--- src/pkg/reload_timer_pkg.sv ---
// Purpose: shared constants for the reload timer with baud and clock-out support
// Assumes: APB slave with 32-bit data, one register per aligned word
// Notes: control and mode bit positions are grouped by register
package reload_timer_pkg;

   // Register byte offsets
   localparam logic [7:0] CTRL_OFFSET = 8'h00;
   localparam logic [7:0] MODE_OFFSET = 8'h04;
   localparam logic [7:0] COUNT_OFFSET = 8'h08;
   localparam logic [7:0] RELOAD_OFFSET = 8'h0C;

   // Control register bit positions
   localparam int CTL_COUNTER_SEL = 1;
   localparam int CTL_RUN = 2;
   localparam int CTL_EXT_ENABLE = 3;
   localparam int CTL_TX_SEL = 4;
   localparam int CTL_RX_SEL = 5;
   localparam int CTL_EXT_FLAG = 6;
   localparam int CTL_OVF_FLAG = 7;

   // Mode register bit positions
   localparam int MOD_DOWN_ENABLE = 0;
   localparam int MOD_CLKOUT_ENABLE = 1;
   localparam int MOD_CMODE_LSB = 2;

   // Values after reset
   localparam logic [7:0] CTRL_RESET = 8'h00;
   localparam logic [7:0] MODE_RESET = 8'h00;
   localparam logic [15:0] COUNT_RESET = 16'h0000;
   localparam logic [15:0] RELOAD_RESET = 16'h0000;
   localparam logic [1:0] CMODE_RESET = 2'h0;

   // Counter limits and serial divide
   localparam logic [15:0] COUNT_MAX = 16'hFFFF;
   localparam logic [1:0] CMODE_UP_DOWN = 2'h0;
   localparam int BAUD_DIVIDE = 16;

   // Register select codes
   typedef enum logic [2:0] {SEL_NONE, SEL_CTRL, SEL_MODE, SEL_COUNT, SEL_RELOAD} reg_sel_e;

endpackage

--- src/hw/reload_timer.sv ---
// Purpose: 16-bit auto-reload timer with up/down count, baud ticks and clock out
// Assumes: pins synchronous to mclk, APB master keeps the protocol
// Notes: capture mode and prescaling are not part of this block
//
// Summary of operation
// RULE1 - Direction pin high counts up, low down
// RULE2 - Up count wraps at max, sets flag, reloads
// RULE3 - Down count at reload loads max, sets flag
// RULE4 - Up/down mode toggles external flag, no request
// RULE5 - Serial select forces baud mode with reload
// RULE6 - Transmit and receive sources chosen independently
// RULE7 - Serial bit tick is overflows divided by sixteen
// RULE8 - Timer mode counts clocks, period 65536 minus reload
// RULE9 - Baud mode rollover sets no flag, no request
// RULE10 - Baud mode pin edge sets flag, no reload
// RULE11 - Clock-out mode toggles pin every rollover
// RULE12 - Clock-out rate is clock over twice period
// RULE13 - Clock-out rollovers raise no service request
// RULE14 - Baud and clock-out may run together
// RULE15 - Run control starts and stops counting
// RULE16 - Counter mode uses pin as input
// RULE17 - Counter mode counts falling pin edges
// RULE18 - Software clears external flag itself
// RULE19 - Down count enable is zero after reset
// RULE20 - Pins sampled, edges from successive samples
`timescale 1ns/100ps
module reload_timer #(
   parameter int ADDR_W = 8
) (
   input wire logic mclk,
   input wire logic rst_n,
   input wire logic psel,
   input wire logic penable,
   input wire logic pwrite,
   input wire logic [ADDR_W-1:0] paddr,
   input wire logic [31:0] pwdata,
   output logic [31:0] prdata,
   output logic pready,
   output logic pslverr,
   input wire logic directionTriggerPin,
   input wire logic timerPinIn,
   output logic timerPinOut,
   output logic timerPinOe_n,
   input wire logic timer1Overflow,
   output logic overflowPulse,
   output logic txBitTick,
   output logic rxBitTick,
   output logic serviceRequest
);
   import reload_timer_pkg::*;

   // Refuse an address bus too narrow for the map
   if (ADDR_W < 4) begin : g_check
      $error("ADDR_W must be at least 4");
   end

   typedef struct packed {
      logic [15:0] count;
      logic [15:0] reload;
      logic overflowFlag;
      logic externalFlag;
      logic rxClockSelect;
      logic txClockSelect;
      logic externalPinEnable;
      logic runControl;
      logic counterSelect;
      logic downCountEnable;
      logic clockOutEnable;
      logic [1:0] countModeField;
      logic dirPinPrev;
      logic timerPinPrev;
      logic pinLevel;
      logic ovfPulse;
      logic [31:0] rdata;
   } timer_state_s;

   timer_state_s cur;
   timer_state_s nxt;

   // Address decode shared by read and write paths
   function automatic reg_sel_e regSelect(input logic [ADDR_W-1:0] a);
      logic [7:0] low;
      low = 8'(a);
      if (a[ADDR_W-1:0] != ADDR_W'(low)) begin
         regSelect = SEL_NONE;
      end else if (low == CTRL_OFFSET) begin
         regSelect = SEL_CTRL;
      end else if (low == MODE_OFFSET) begin
         regSelect = SEL_MODE;
      end else if (low == COUNT_OFFSET) begin
         regSelect = SEL_COUNT;
      end else if (low == RELOAD_OFFSET) begin
         regSelect = SEL_RELOAD;
      end else begin
         regSelect = SEL_NONE;
      end
   endfunction

   reg_sel_e sel;
   logic wrAccess;
   logic wrCtrl;
   logic wrMode;
   logic wrCount;
   logic wrReload;
   logic baudMode;
   logic udMode;
   logic clockOutMode;
   logic extFall;
   logic pinFall;
   logic tick;
   logic countUp;
   logic atLimit;
   logic rollover;
   logic extReload;
   logic extSet;

   // Bus strobes; zero wait states
   assign sel = regSelect(paddr);
   assign wrAccess = psel & penable & pwrite;
   assign wrCtrl = wrAccess & (sel == SEL_CTRL);
   assign wrMode = wrAccess & (sel == SEL_MODE);
   assign wrCount = wrAccess & (sel == SEL_COUNT);
   assign wrReload = wrAccess & (sel == SEL_RELOAD);
   assign pready = 1'b1;
   assign pslverr = psel & penable & (sel == SEL_NONE);

   // Operating modes; baud and clock-out are independent terms
   assign baudMode = cur.txClockSelect | cur.rxClockSelect; // RULE5
   assign clockOutMode = !cur.counterSelect & cur.clockOutEnable; // RULE14
   assign udMode = cur.downCountEnable & cur.externalPinEnable & !baudMode;

   // Edges from the previous sample, inputs already synchronous
   assign extFall = cur.dirPinPrev & !directionTriggerPin; // RULE20
   assign pinFall = cur.timerPinPrev & !timerPinIn; // RULE20

   // Count source: every clock, or falling pin edges in counter mode
   assign tick = cur.runControl & (cur.counterSelect ? pinFall : 1'b1); // RULE8 RULE15 RULE17
   assign countUp = !udMode | directionTriggerPin; // RULE1
   assign atLimit = countUp ? (cur.count == COUNT_MAX) : (cur.count == cur.reload); // RULE3
   assign rollover = tick & atLimit;

   // Pin edge reloads only in plain auto-reload; direction pin in up/down mode, flag in both auto-reload and baud mode
   assign extReload = cur.externalPinEnable & extFall & !baudMode & !udMode;
   assign extSet = cur.externalPinEnable & extFall & !udMode; // RULE10

   // Next state: software writes first, hardware events on top except for the count
   always_comb begin
      nxt = cur;
      nxt.dirPinPrev = directionTriggerPin;
      nxt.timerPinPrev = timerPinIn;
      nxt.ovfPulse = rollover;
      if (wrCtrl) begin
         nxt.overflowFlag = pwdata[CTL_OVF_FLAG];
         nxt.externalFlag = pwdata[CTL_EXT_FLAG]; // RULE18
         nxt.rxClockSelect = pwdata[CTL_RX_SEL];
         nxt.txClockSelect = pwdata[CTL_TX_SEL];
         nxt.externalPinEnable = pwdata[CTL_EXT_ENABLE];
         nxt.runControl = pwdata[CTL_RUN];
         nxt.counterSelect = pwdata[CTL_COUNTER_SEL];
      end
      if (wrMode) begin
         nxt.downCountEnable = pwdata[MOD_DOWN_ENABLE];
         nxt.clockOutEnable = pwdata[MOD_CLKOUT_ENABLE];
         nxt.countModeField = pwdata[MOD_CMODE_LSB+1:MOD_CMODE_LSB];
      end
      if (wrReload) begin
         nxt.reload = pwdata[15:0];
      end
      // Counter path; a software write to the count takes priority
      if (wrCount) begin
         nxt.count = pwdata[15:0];
      end else if (extReload) begin
         nxt.count = cur.reload;
      end else if (tick) begin
         if (rollover) begin
            nxt.count = countUp ? cur.reload : COUNT_MAX; // RULE2 RULE3 RULE5
         end else if (countUp) begin
            nxt.count = cur.count + 16'h0001; // RULE1
         end else begin
            nxt.count = cur.count - 16'h0001; // RULE1
         end
      end
      // Flags: a hardware set beats a software clear in the same cycle
      if (rollover & !baudMode) begin
         nxt.overflowFlag = 1'b1; // RULE2 RULE9
      end
      if (udMode & rollover) begin
         nxt.externalFlag = !cur.externalFlag; // RULE4
      end else if (extSet) begin
         nxt.externalFlag = 1'b1; // RULE10
      end
      // Half period per rollover gives a square wave
      if (clockOutMode & rollover) begin
         nxt.pinLevel = !cur.pinLevel; // RULE11 RULE12
      end
      // Read data captured in the setup cycle, valid through access
      if (psel & !penable & !pwrite) begin
         if (sel == SEL_CTRL) begin
            nxt.rdata = {24'h000000, cur.overflowFlag, cur.externalFlag, cur.rxClockSelect,
                         cur.txClockSelect, cur.externalPinEnable, cur.runControl,
                         cur.counterSelect, 1'b0};
         end else if (sel == SEL_MODE) begin
            nxt.rdata = {28'h0000000, cur.countModeField, cur.clockOutEnable, cur.downCountEnable};
         end else if (sel == SEL_COUNT) begin
            nxt.rdata = {16'h0000, cur.count};
         end else if (sel == SEL_RELOAD) begin
            nxt.rdata = {16'h0000, cur.reload};
         end else begin
            nxt.rdata = 32'h00000000;
         end
      end
   end

   // State register; all control bits clear at reset
   always_ff @(posedge mclk or negedge rst_n) begin
      if (!rst_n) begin
         cur.count <= COUNT_RESET;
         cur.reload <= RELOAD_RESET;
         {cur.overflowFlag, cur.externalFlag, cur.rxClockSelect, cur.txClockSelect,
          cur.externalPinEnable, cur.runControl, cur.counterSelect} <= CTRL_RESET[7:1];
         cur.downCountEnable <= MODE_RESET[MOD_DOWN_ENABLE]; // RULE19
         cur.clockOutEnable <= MODE_RESET[MOD_CLKOUT_ENABLE];
         cur.countModeField <= CMODE_RESET;
         cur.dirPinPrev <= 1'b0;
         cur.timerPinPrev <= 1'b0;
         cur.pinLevel <= 1'b0;
         cur.ovfPulse <= 1'b0;
         cur.rdata <= 32'h00000000;
      end else begin
         cur <= nxt;
      end
   end

   // Pin drives only in clock-out mode; counter mode leaves it an input
   assign timerPinOut = cur.pinLevel;
   assign timerPinOe_n = !clockOutMode; // RULE16
   assign prdata = cur.rdata;
   assign overflowPulse = cur.ovfPulse;
   // Overflow request gated off in baud and clock-out modes, external flag request off in up/down mode
   assign serviceRequest = (cur.overflowFlag & !baudMode & !clockOutMode) // RULE9 RULE13
                         | (cur.externalFlag & !udMode); // RULE4

   // Serial bit ticks from this timer or the other timer
   baud_tick_divider #(
      .DIVIDE(BAUD_DIVIDE)
   ) u_baud (
      .mclk(mclk),
      .rst_n(rst_n),
      .ownOverflow(cur.ovfPulse),
      .otherOverflow(timer1Overflow),
      .txSelect(cur.txClockSelect),
      .rxSelect(cur.rxClockSelect),
      .txBitTick(txBitTick),
      .rxBitTick(rxBitTick)
   );

   chk_up_reload: assert property (@(posedge mclk) disable iff (!rst_n) // RULE2
      (rollover && countUp && !wrCount && !extReload) |=> (cur.count == $past(cur.reload)))
      else $error("up rollover did not reload");

   chk_down_underflow: assert property (@(posedge mclk) disable iff (!rst_n) // RULE3
      (rollover && !countUp && !wrCount) |=> (cur.count == COUNT_MAX && cur.overflowFlag))
      else $error("down underflow did not load max");

   chk_dir_follow: assert property (@(posedge mclk) disable iff (!rst_n) // RULE1
      (udMode && tick && !directionTriggerPin && !rollover && !wrCount)
      |=> (cur.count == $past(cur.count) - 16'h0001))
      else $error("low direction pin did not count down");

   chk_ext_toggle: assert property (@(posedge mclk) disable iff (!rst_n) // RULE4
      (udMode && rollover) |=> (cur.externalFlag != $past(cur.externalFlag)))
      else $error("external flag did not toggle");

   chk_baud_no_flag: assert property (@(posedge mclk) disable iff (!rst_n) // RULE9
      (baudMode && !cur.overflowFlag && !wrCtrl) |=> !cur.overflowFlag)
      else $error("overflow flag set in baud mode");

   chk_baud_ext_edge: assert property (@(posedge mclk) disable iff (!rst_n) // RULE10
      (baudMode && extSet && !wrCount && !rollover)
      |=> (cur.externalFlag && cur.count == $past(cur.count) + {15'h0000, $past(tick)}))
      else $error("baud mode pin edge misbehaved");

   chk_pin_toggle: assert property (@(posedge mclk) disable iff (!rst_n) // RULE11
      (clockOutMode && rollover && !wrCtrl && !wrMode)
      |=> (cur.pinLevel != $past(cur.pinLevel) && !timerPinOe_n))
      else $error("clock-out pin did not toggle");

   chk_stop_hold: assert property (@(posedge mclk) disable iff (!rst_n) // RULE15
      (!cur.runControl && !wrCount && !extReload) |=> $stable(cur.count))
      else $error("count moved while stopped");

   chk_counter_edges: assert property (@(posedge mclk) disable iff (!rst_n) // RULE17
      (cur.counterSelect && !pinFall && !wrCount && !extReload) |=> $stable(cur.count))
      else $error("counter mode moved without pin edge");

endmodule

--- src/hw/baud_tick_divider.sv ---
// Purpose: turn timer overflow pulses into serial transmit and receive bit ticks
// Assumes: overflow inputs are one-cycle pulses in the mclk domain
// Notes: each direction picks its own source and divides it separately
`timescale 1ns/100ps
module baud_tick_divider #(
   parameter int DIVIDE = reload_timer_pkg::BAUD_DIVIDE
) (
   input wire logic mclk,
   input wire logic rst_n,
   input wire logic ownOverflow,
   input wire logic otherOverflow,
   input wire logic txSelect,
   input wire logic rxSelect,
   output logic txBitTick,
   output logic rxBitTick
);
   import reload_timer_pkg::*;

   localparam int CW = $clog2(DIVIDE);
   localparam logic [CW-1:0] LAST = CW'(DIVIDE - 1);

   // Refuse a divide that cannot make a tick
   if (DIVIDE < 2) begin : g_check
      $error("DIVIDE must be at least 2");
   end

   typedef struct packed {
      logic [1:0][CW-1:0] phase;
      logic [1:0] tick;
   } div_state_s;

   div_state_s cur;
   div_state_s nxt;
   logic [1:0] srcPulse;

   // Channel 0 transmit, channel 1 receive, chosen independently
   assign srcPulse[0] = txSelect ? ownOverflow : otherOverflow; // RULE6
   assign srcPulse[1] = rxSelect ? ownOverflow : otherOverflow; // RULE6

   // One tick per DIVIDE source pulses
   always_comb begin
      nxt = cur;
      for (int i = 0; i < 2; i++) begin
         nxt.tick[i] = 1'b0;
         if (srcPulse[i]) begin
            if (cur.phase[i] == LAST) begin
               nxt.phase[i] = '0; // RULE7
               nxt.tick[i] = 1'b1; // RULE7
            end else begin
               nxt.phase[i] = cur.phase[i] + CW'(1);
            end
         end
      end
   end

   always_ff @(posedge mclk or negedge rst_n) begin
      if (!rst_n) begin
         cur <= '0;
      end else begin
         cur <= nxt;
      end
   end

   assign txBitTick = cur.tick[0];
   assign rxBitTick = cur.tick[1];

   // Sources pulse at most once a cycle, so ticks stand well apart
   chk_tx_tick_spacing: assert property (@(posedge mclk) disable iff (!rst_n) // RULE7
      txBitTick |=> !txBitTick [*8]) else $error("transmit ticks closer than the divide");

endmodule

--- config.mk ---
export PLATFORM = sky130hd
export DESIGN_NAME = reload_timer
export DESIGN_NICKNAME = d
export VERILOG_FILES = /design/src/pkg/reload_timer_pkg.sv /design/src/hw/reload_timer.sv /design/src/hw/baud_tick_divider.sv
export SDC_FILE = /design/constraint.sdc
export NUM_CORES = 1
export LEC_CHECK = 0
export BUFFER_PORTS_ARGS = -buffer_cell sky130_fd_sc_hd__buf_2
export CAP_MARGIN = 10
export CORE_MARGIN = 2
export CORE_UTILIZATION = 61
export CTS_CLUSTER_DIAMETER = 50
export CTS_CLUSTER_SIZE = 24
export DETAILED_ROUTE_END_ITERATION = 6
export PLACE_DENSITY = 0.88
export SYNTH_ARGS = -nofsm -noshare
export SYNTH_HDL_FRONTEND = slang
export SYNTH_HIERARCHICAL = 1
export SYNTH_SLANG_ARGS = --single-unit
--- constraint.sdc ---
create_clock -name mclk -period 5.1 [get_ports mclk]
set_input_delay 0.51 -clock mclk [delete_from_list [all_inputs] [get_ports mclk]]
set_output_delay 0.51 -clock mclk [all_outputs]
set_load 0.1 [all_outputs]
==> out/results.ini <==
[floorplanning]
die_h_um=91.9
die_w_um=91.9
die-area_sq_um=8440
rows=32
io_pins=88
core_sq_um=7610
start_util=0.619

[worst_setup_path]
cp.arrival_ns=3.78
crit_start=cur[43]$_DFFE_PN0P_
cp-end-kind=flip-flop
reg2regPathDepth=11
crit_required_ns=5.34
r2r_end=cur[77]$_DFFE_PN0P_
rr_startpoint=cur[43]$_DFFE_PN0P_
endpoint=cur[77]$_DFFE_PN0P_
crit_type=reg2reg
cp-start-kind=flip-flop
reg2reg_slack_ns=1.57
cp_max_fo=22

[layout]
area_delta_synth_final_pct=5.20
nets=571
final_cell_mix=dfrtp_1, buf_2, nand2_1, mux2_2, nor2_1
final_area_sq_um=4960
layout_commonest_cell=dfrtp_1
drive_gt1_frac=0.223

[timing]
fin_ws_ns=1.57
fin_setup_tns_ns=0
setup_viol=0
relSlewSlack=0.366
finalHoldViolCount=0
finalCriticalPeriod_ns=3.53
clock_skew_ns=0.0152
fmax_mhz=283
fin_crit_sh=0.693
maxSlewViolCount=0
rsz0062_at_grt=false
tightestPinTransition_ns=0.947

[global_route]
grt_max_degree=74
grt_pass1_vias=3858
antenna_found_initial=1
grt_pass1_wl_um=19300
grt.overflow.total=0
grt_usage=0.292

[power]
power.internal_uw=910
switching_share=0.354
combPwrFrac=0.220
ir_worst_vdd_v=0.000255
powerDensity_nw_per_um2=284
leakage_nw=2.25
net-switching-power_uw=498
p_seq_frac=0.496
pwr-share-clk=0.284

[synthesis]
synth_top_area_cell=dfrtp_1
synth_area_leaders=dfrtp_1, mux2_2, buf_4, nand2_1, mux2i_1
synth_flop_cell=dfrtp_1
synth_top_area_frac=0.388
ys_seq_area_frac=0.388
ys_async_sr_fraction=1.00
postSynthCellCount=504
synth_warnings=6
synth_edf_count=0
ys_types=67
syn_area_sq_um=4710
post_synth.cell_area_avg_sq_um=9.35
synth-seq-cells=73

[routing]
drc=0
wl_um=11700
vias=3953
antenna_left=0
firstDrtPassIters=5
routed_via_density=6.30
initialDrtViolationCount=389
wire_per_inst_um=18.6

[placed_design]
pre_cts_slack_ns=1.54
gp_congestion=0.912
placed_area_sq_um=4790
numPortBuffers=54
dp_hpwl_um=8410

[clocking]
clk_path_buf_depth=2
cts_root_buffer=clkbuf_8
clock_latency_ns=0.36
path_clk_slew_ns=0.08
htreeDepth=3
cts_resized=0
numCtsBuffers=9
cts_tree=done
cts_setup_buffers=0
cts_hold_buf=0
cts_sinks=73

[min_path]
hold_class=in2reg

[status]
status=finished, final reports clean

[flow_run]
maxCapViolations=0

## metal layers
metal  up-vias  global-route usage  part of all wire
li1       1810                   -                 -
met1      1923               0.389              0.42
met2       194               0.471              0.49
met3        26              0.0542             0.075
met4         0               0.123             0.024
met5         -                   0                 0
## power groups by stage
stage	clock [mW]	sequential, mW	combinational [mW]
floorplan	0	0.680	0.262
global placement	0	0.700	0.297
detailed placement	0	0.705	0.311
CTS	0.404	0.694	0.311
global route	0.429	0.705	0.339
finish	0.399	0.699	0.310
## kinds of logic after synthesis
| group | after synthesis | synth area share |
|---|---|---|
| fa+ha+maj | 3 | 0.00797 |
| buf+inv | 86 | 0.0996 |
| compound gates | 110 | 0.162 |
| xor+xnor | 17 | 0.0316 |
| mux | 52 | 0.130 |
| flops | 73 | 0.388 |
| other cells | 2 | 0.00159 |
| simple gates | 161 | 0.179 |
## how the worst min path moves through the flow
stage,to,cells past startpoint,start,slack [ns]
6_report,cur[34]$_DFF_PN0_,1,timerPinIn,0.27
4_1_cts,cur[34]$_DFF_PN0_,1,timerPinIn,0.26
2_1_floorplan,cur[34]$_DFF_PN0_,0,rst_n,0.21
3_3_place_gp,timerPinOut$_DFFE_PN0P_,1,timerPinOut$_DFFE_PN0P_,0.45
3_5_place_dp,timerPinOut$_DFFE_PN0P_,1,timerPinOut$_DFFE_PN0P_,0.47
5_1_grt,cur[34]$_DFF_PN0_,1,timerPinIn,0.26
## flip-flops by register name (all words and copies together) (netlist names)
name,flops
u_baud/txBitTick,1
cur,45
prdata,16
u_baud/rxBitTick,1
overflowPulse,1
u_baud/cur,8
timerPinOut,1
## synth_stat cells (4+ instances only)
cell type and instances:
a21oi_1 13, a221oi_1 5, a22o_1 5, a22oi_1 5, and3_1 4, buf_2 8, buf_4 34, clkbuf_1 20
dfrtp_1 73, inv_1 19, mux2_2 29, mux2i_1 16, nand2_1 49, nand2b_1 6, nand3_1 20, nand4_1 4
nor2_1 28, nor2b_1 4, nor3_1 11, nor4_1 10, o211ai_1 4, o21a_1 5, o21ai_0 20, o21ai_1 10
o221ai_1 11, o22ai_1 8, o31ai_1 4, or3_1 5, xnor2_1 15
## metrics by stage
step | power (mW) | std cells | utilization | hold WS (ns)
detailed placement | 1.02 | 611 | 0.629 | 0.466
CTS | 1.41 | 626 | 0.651 | 0.255
finish | 1.41 | 627 | 0.652 | 0.265
floorplan | 0.942 | 519 | - | 0.214
global route | 1.47 | 626 | 0.651 | 0.261
global placement | 0.997 | 611 | 0.629 | 0.453
## area by class of cell
class / count / area [sq um]
antenna: 1 / 2.50
clock buffer: 9 / 124
clock inverter: 6 / 43.8
fill: 642 / 2650
inverter: 20 / 75.1
multi-input combinational: 360 / 2470
sequential: 73 / 1830
tap: 102 / 128
timing repair buffer: 56 / 285
## critical path: stages (launching register included)
cell,delay (ns)
dfrtp_1,0.50
nor3b_2,0.35
nand2_1,0.49
xnor2_1,0.33
ha_1,0.32
inv_1,0.08
or3_1,0.42
nor3_1,0.27
xnor2_1,0.10
mux2_1,0.30
o221ai_1,0.17
o21ai_1,0.09
No activity file was read; power rests on OpenSTA's default activity.
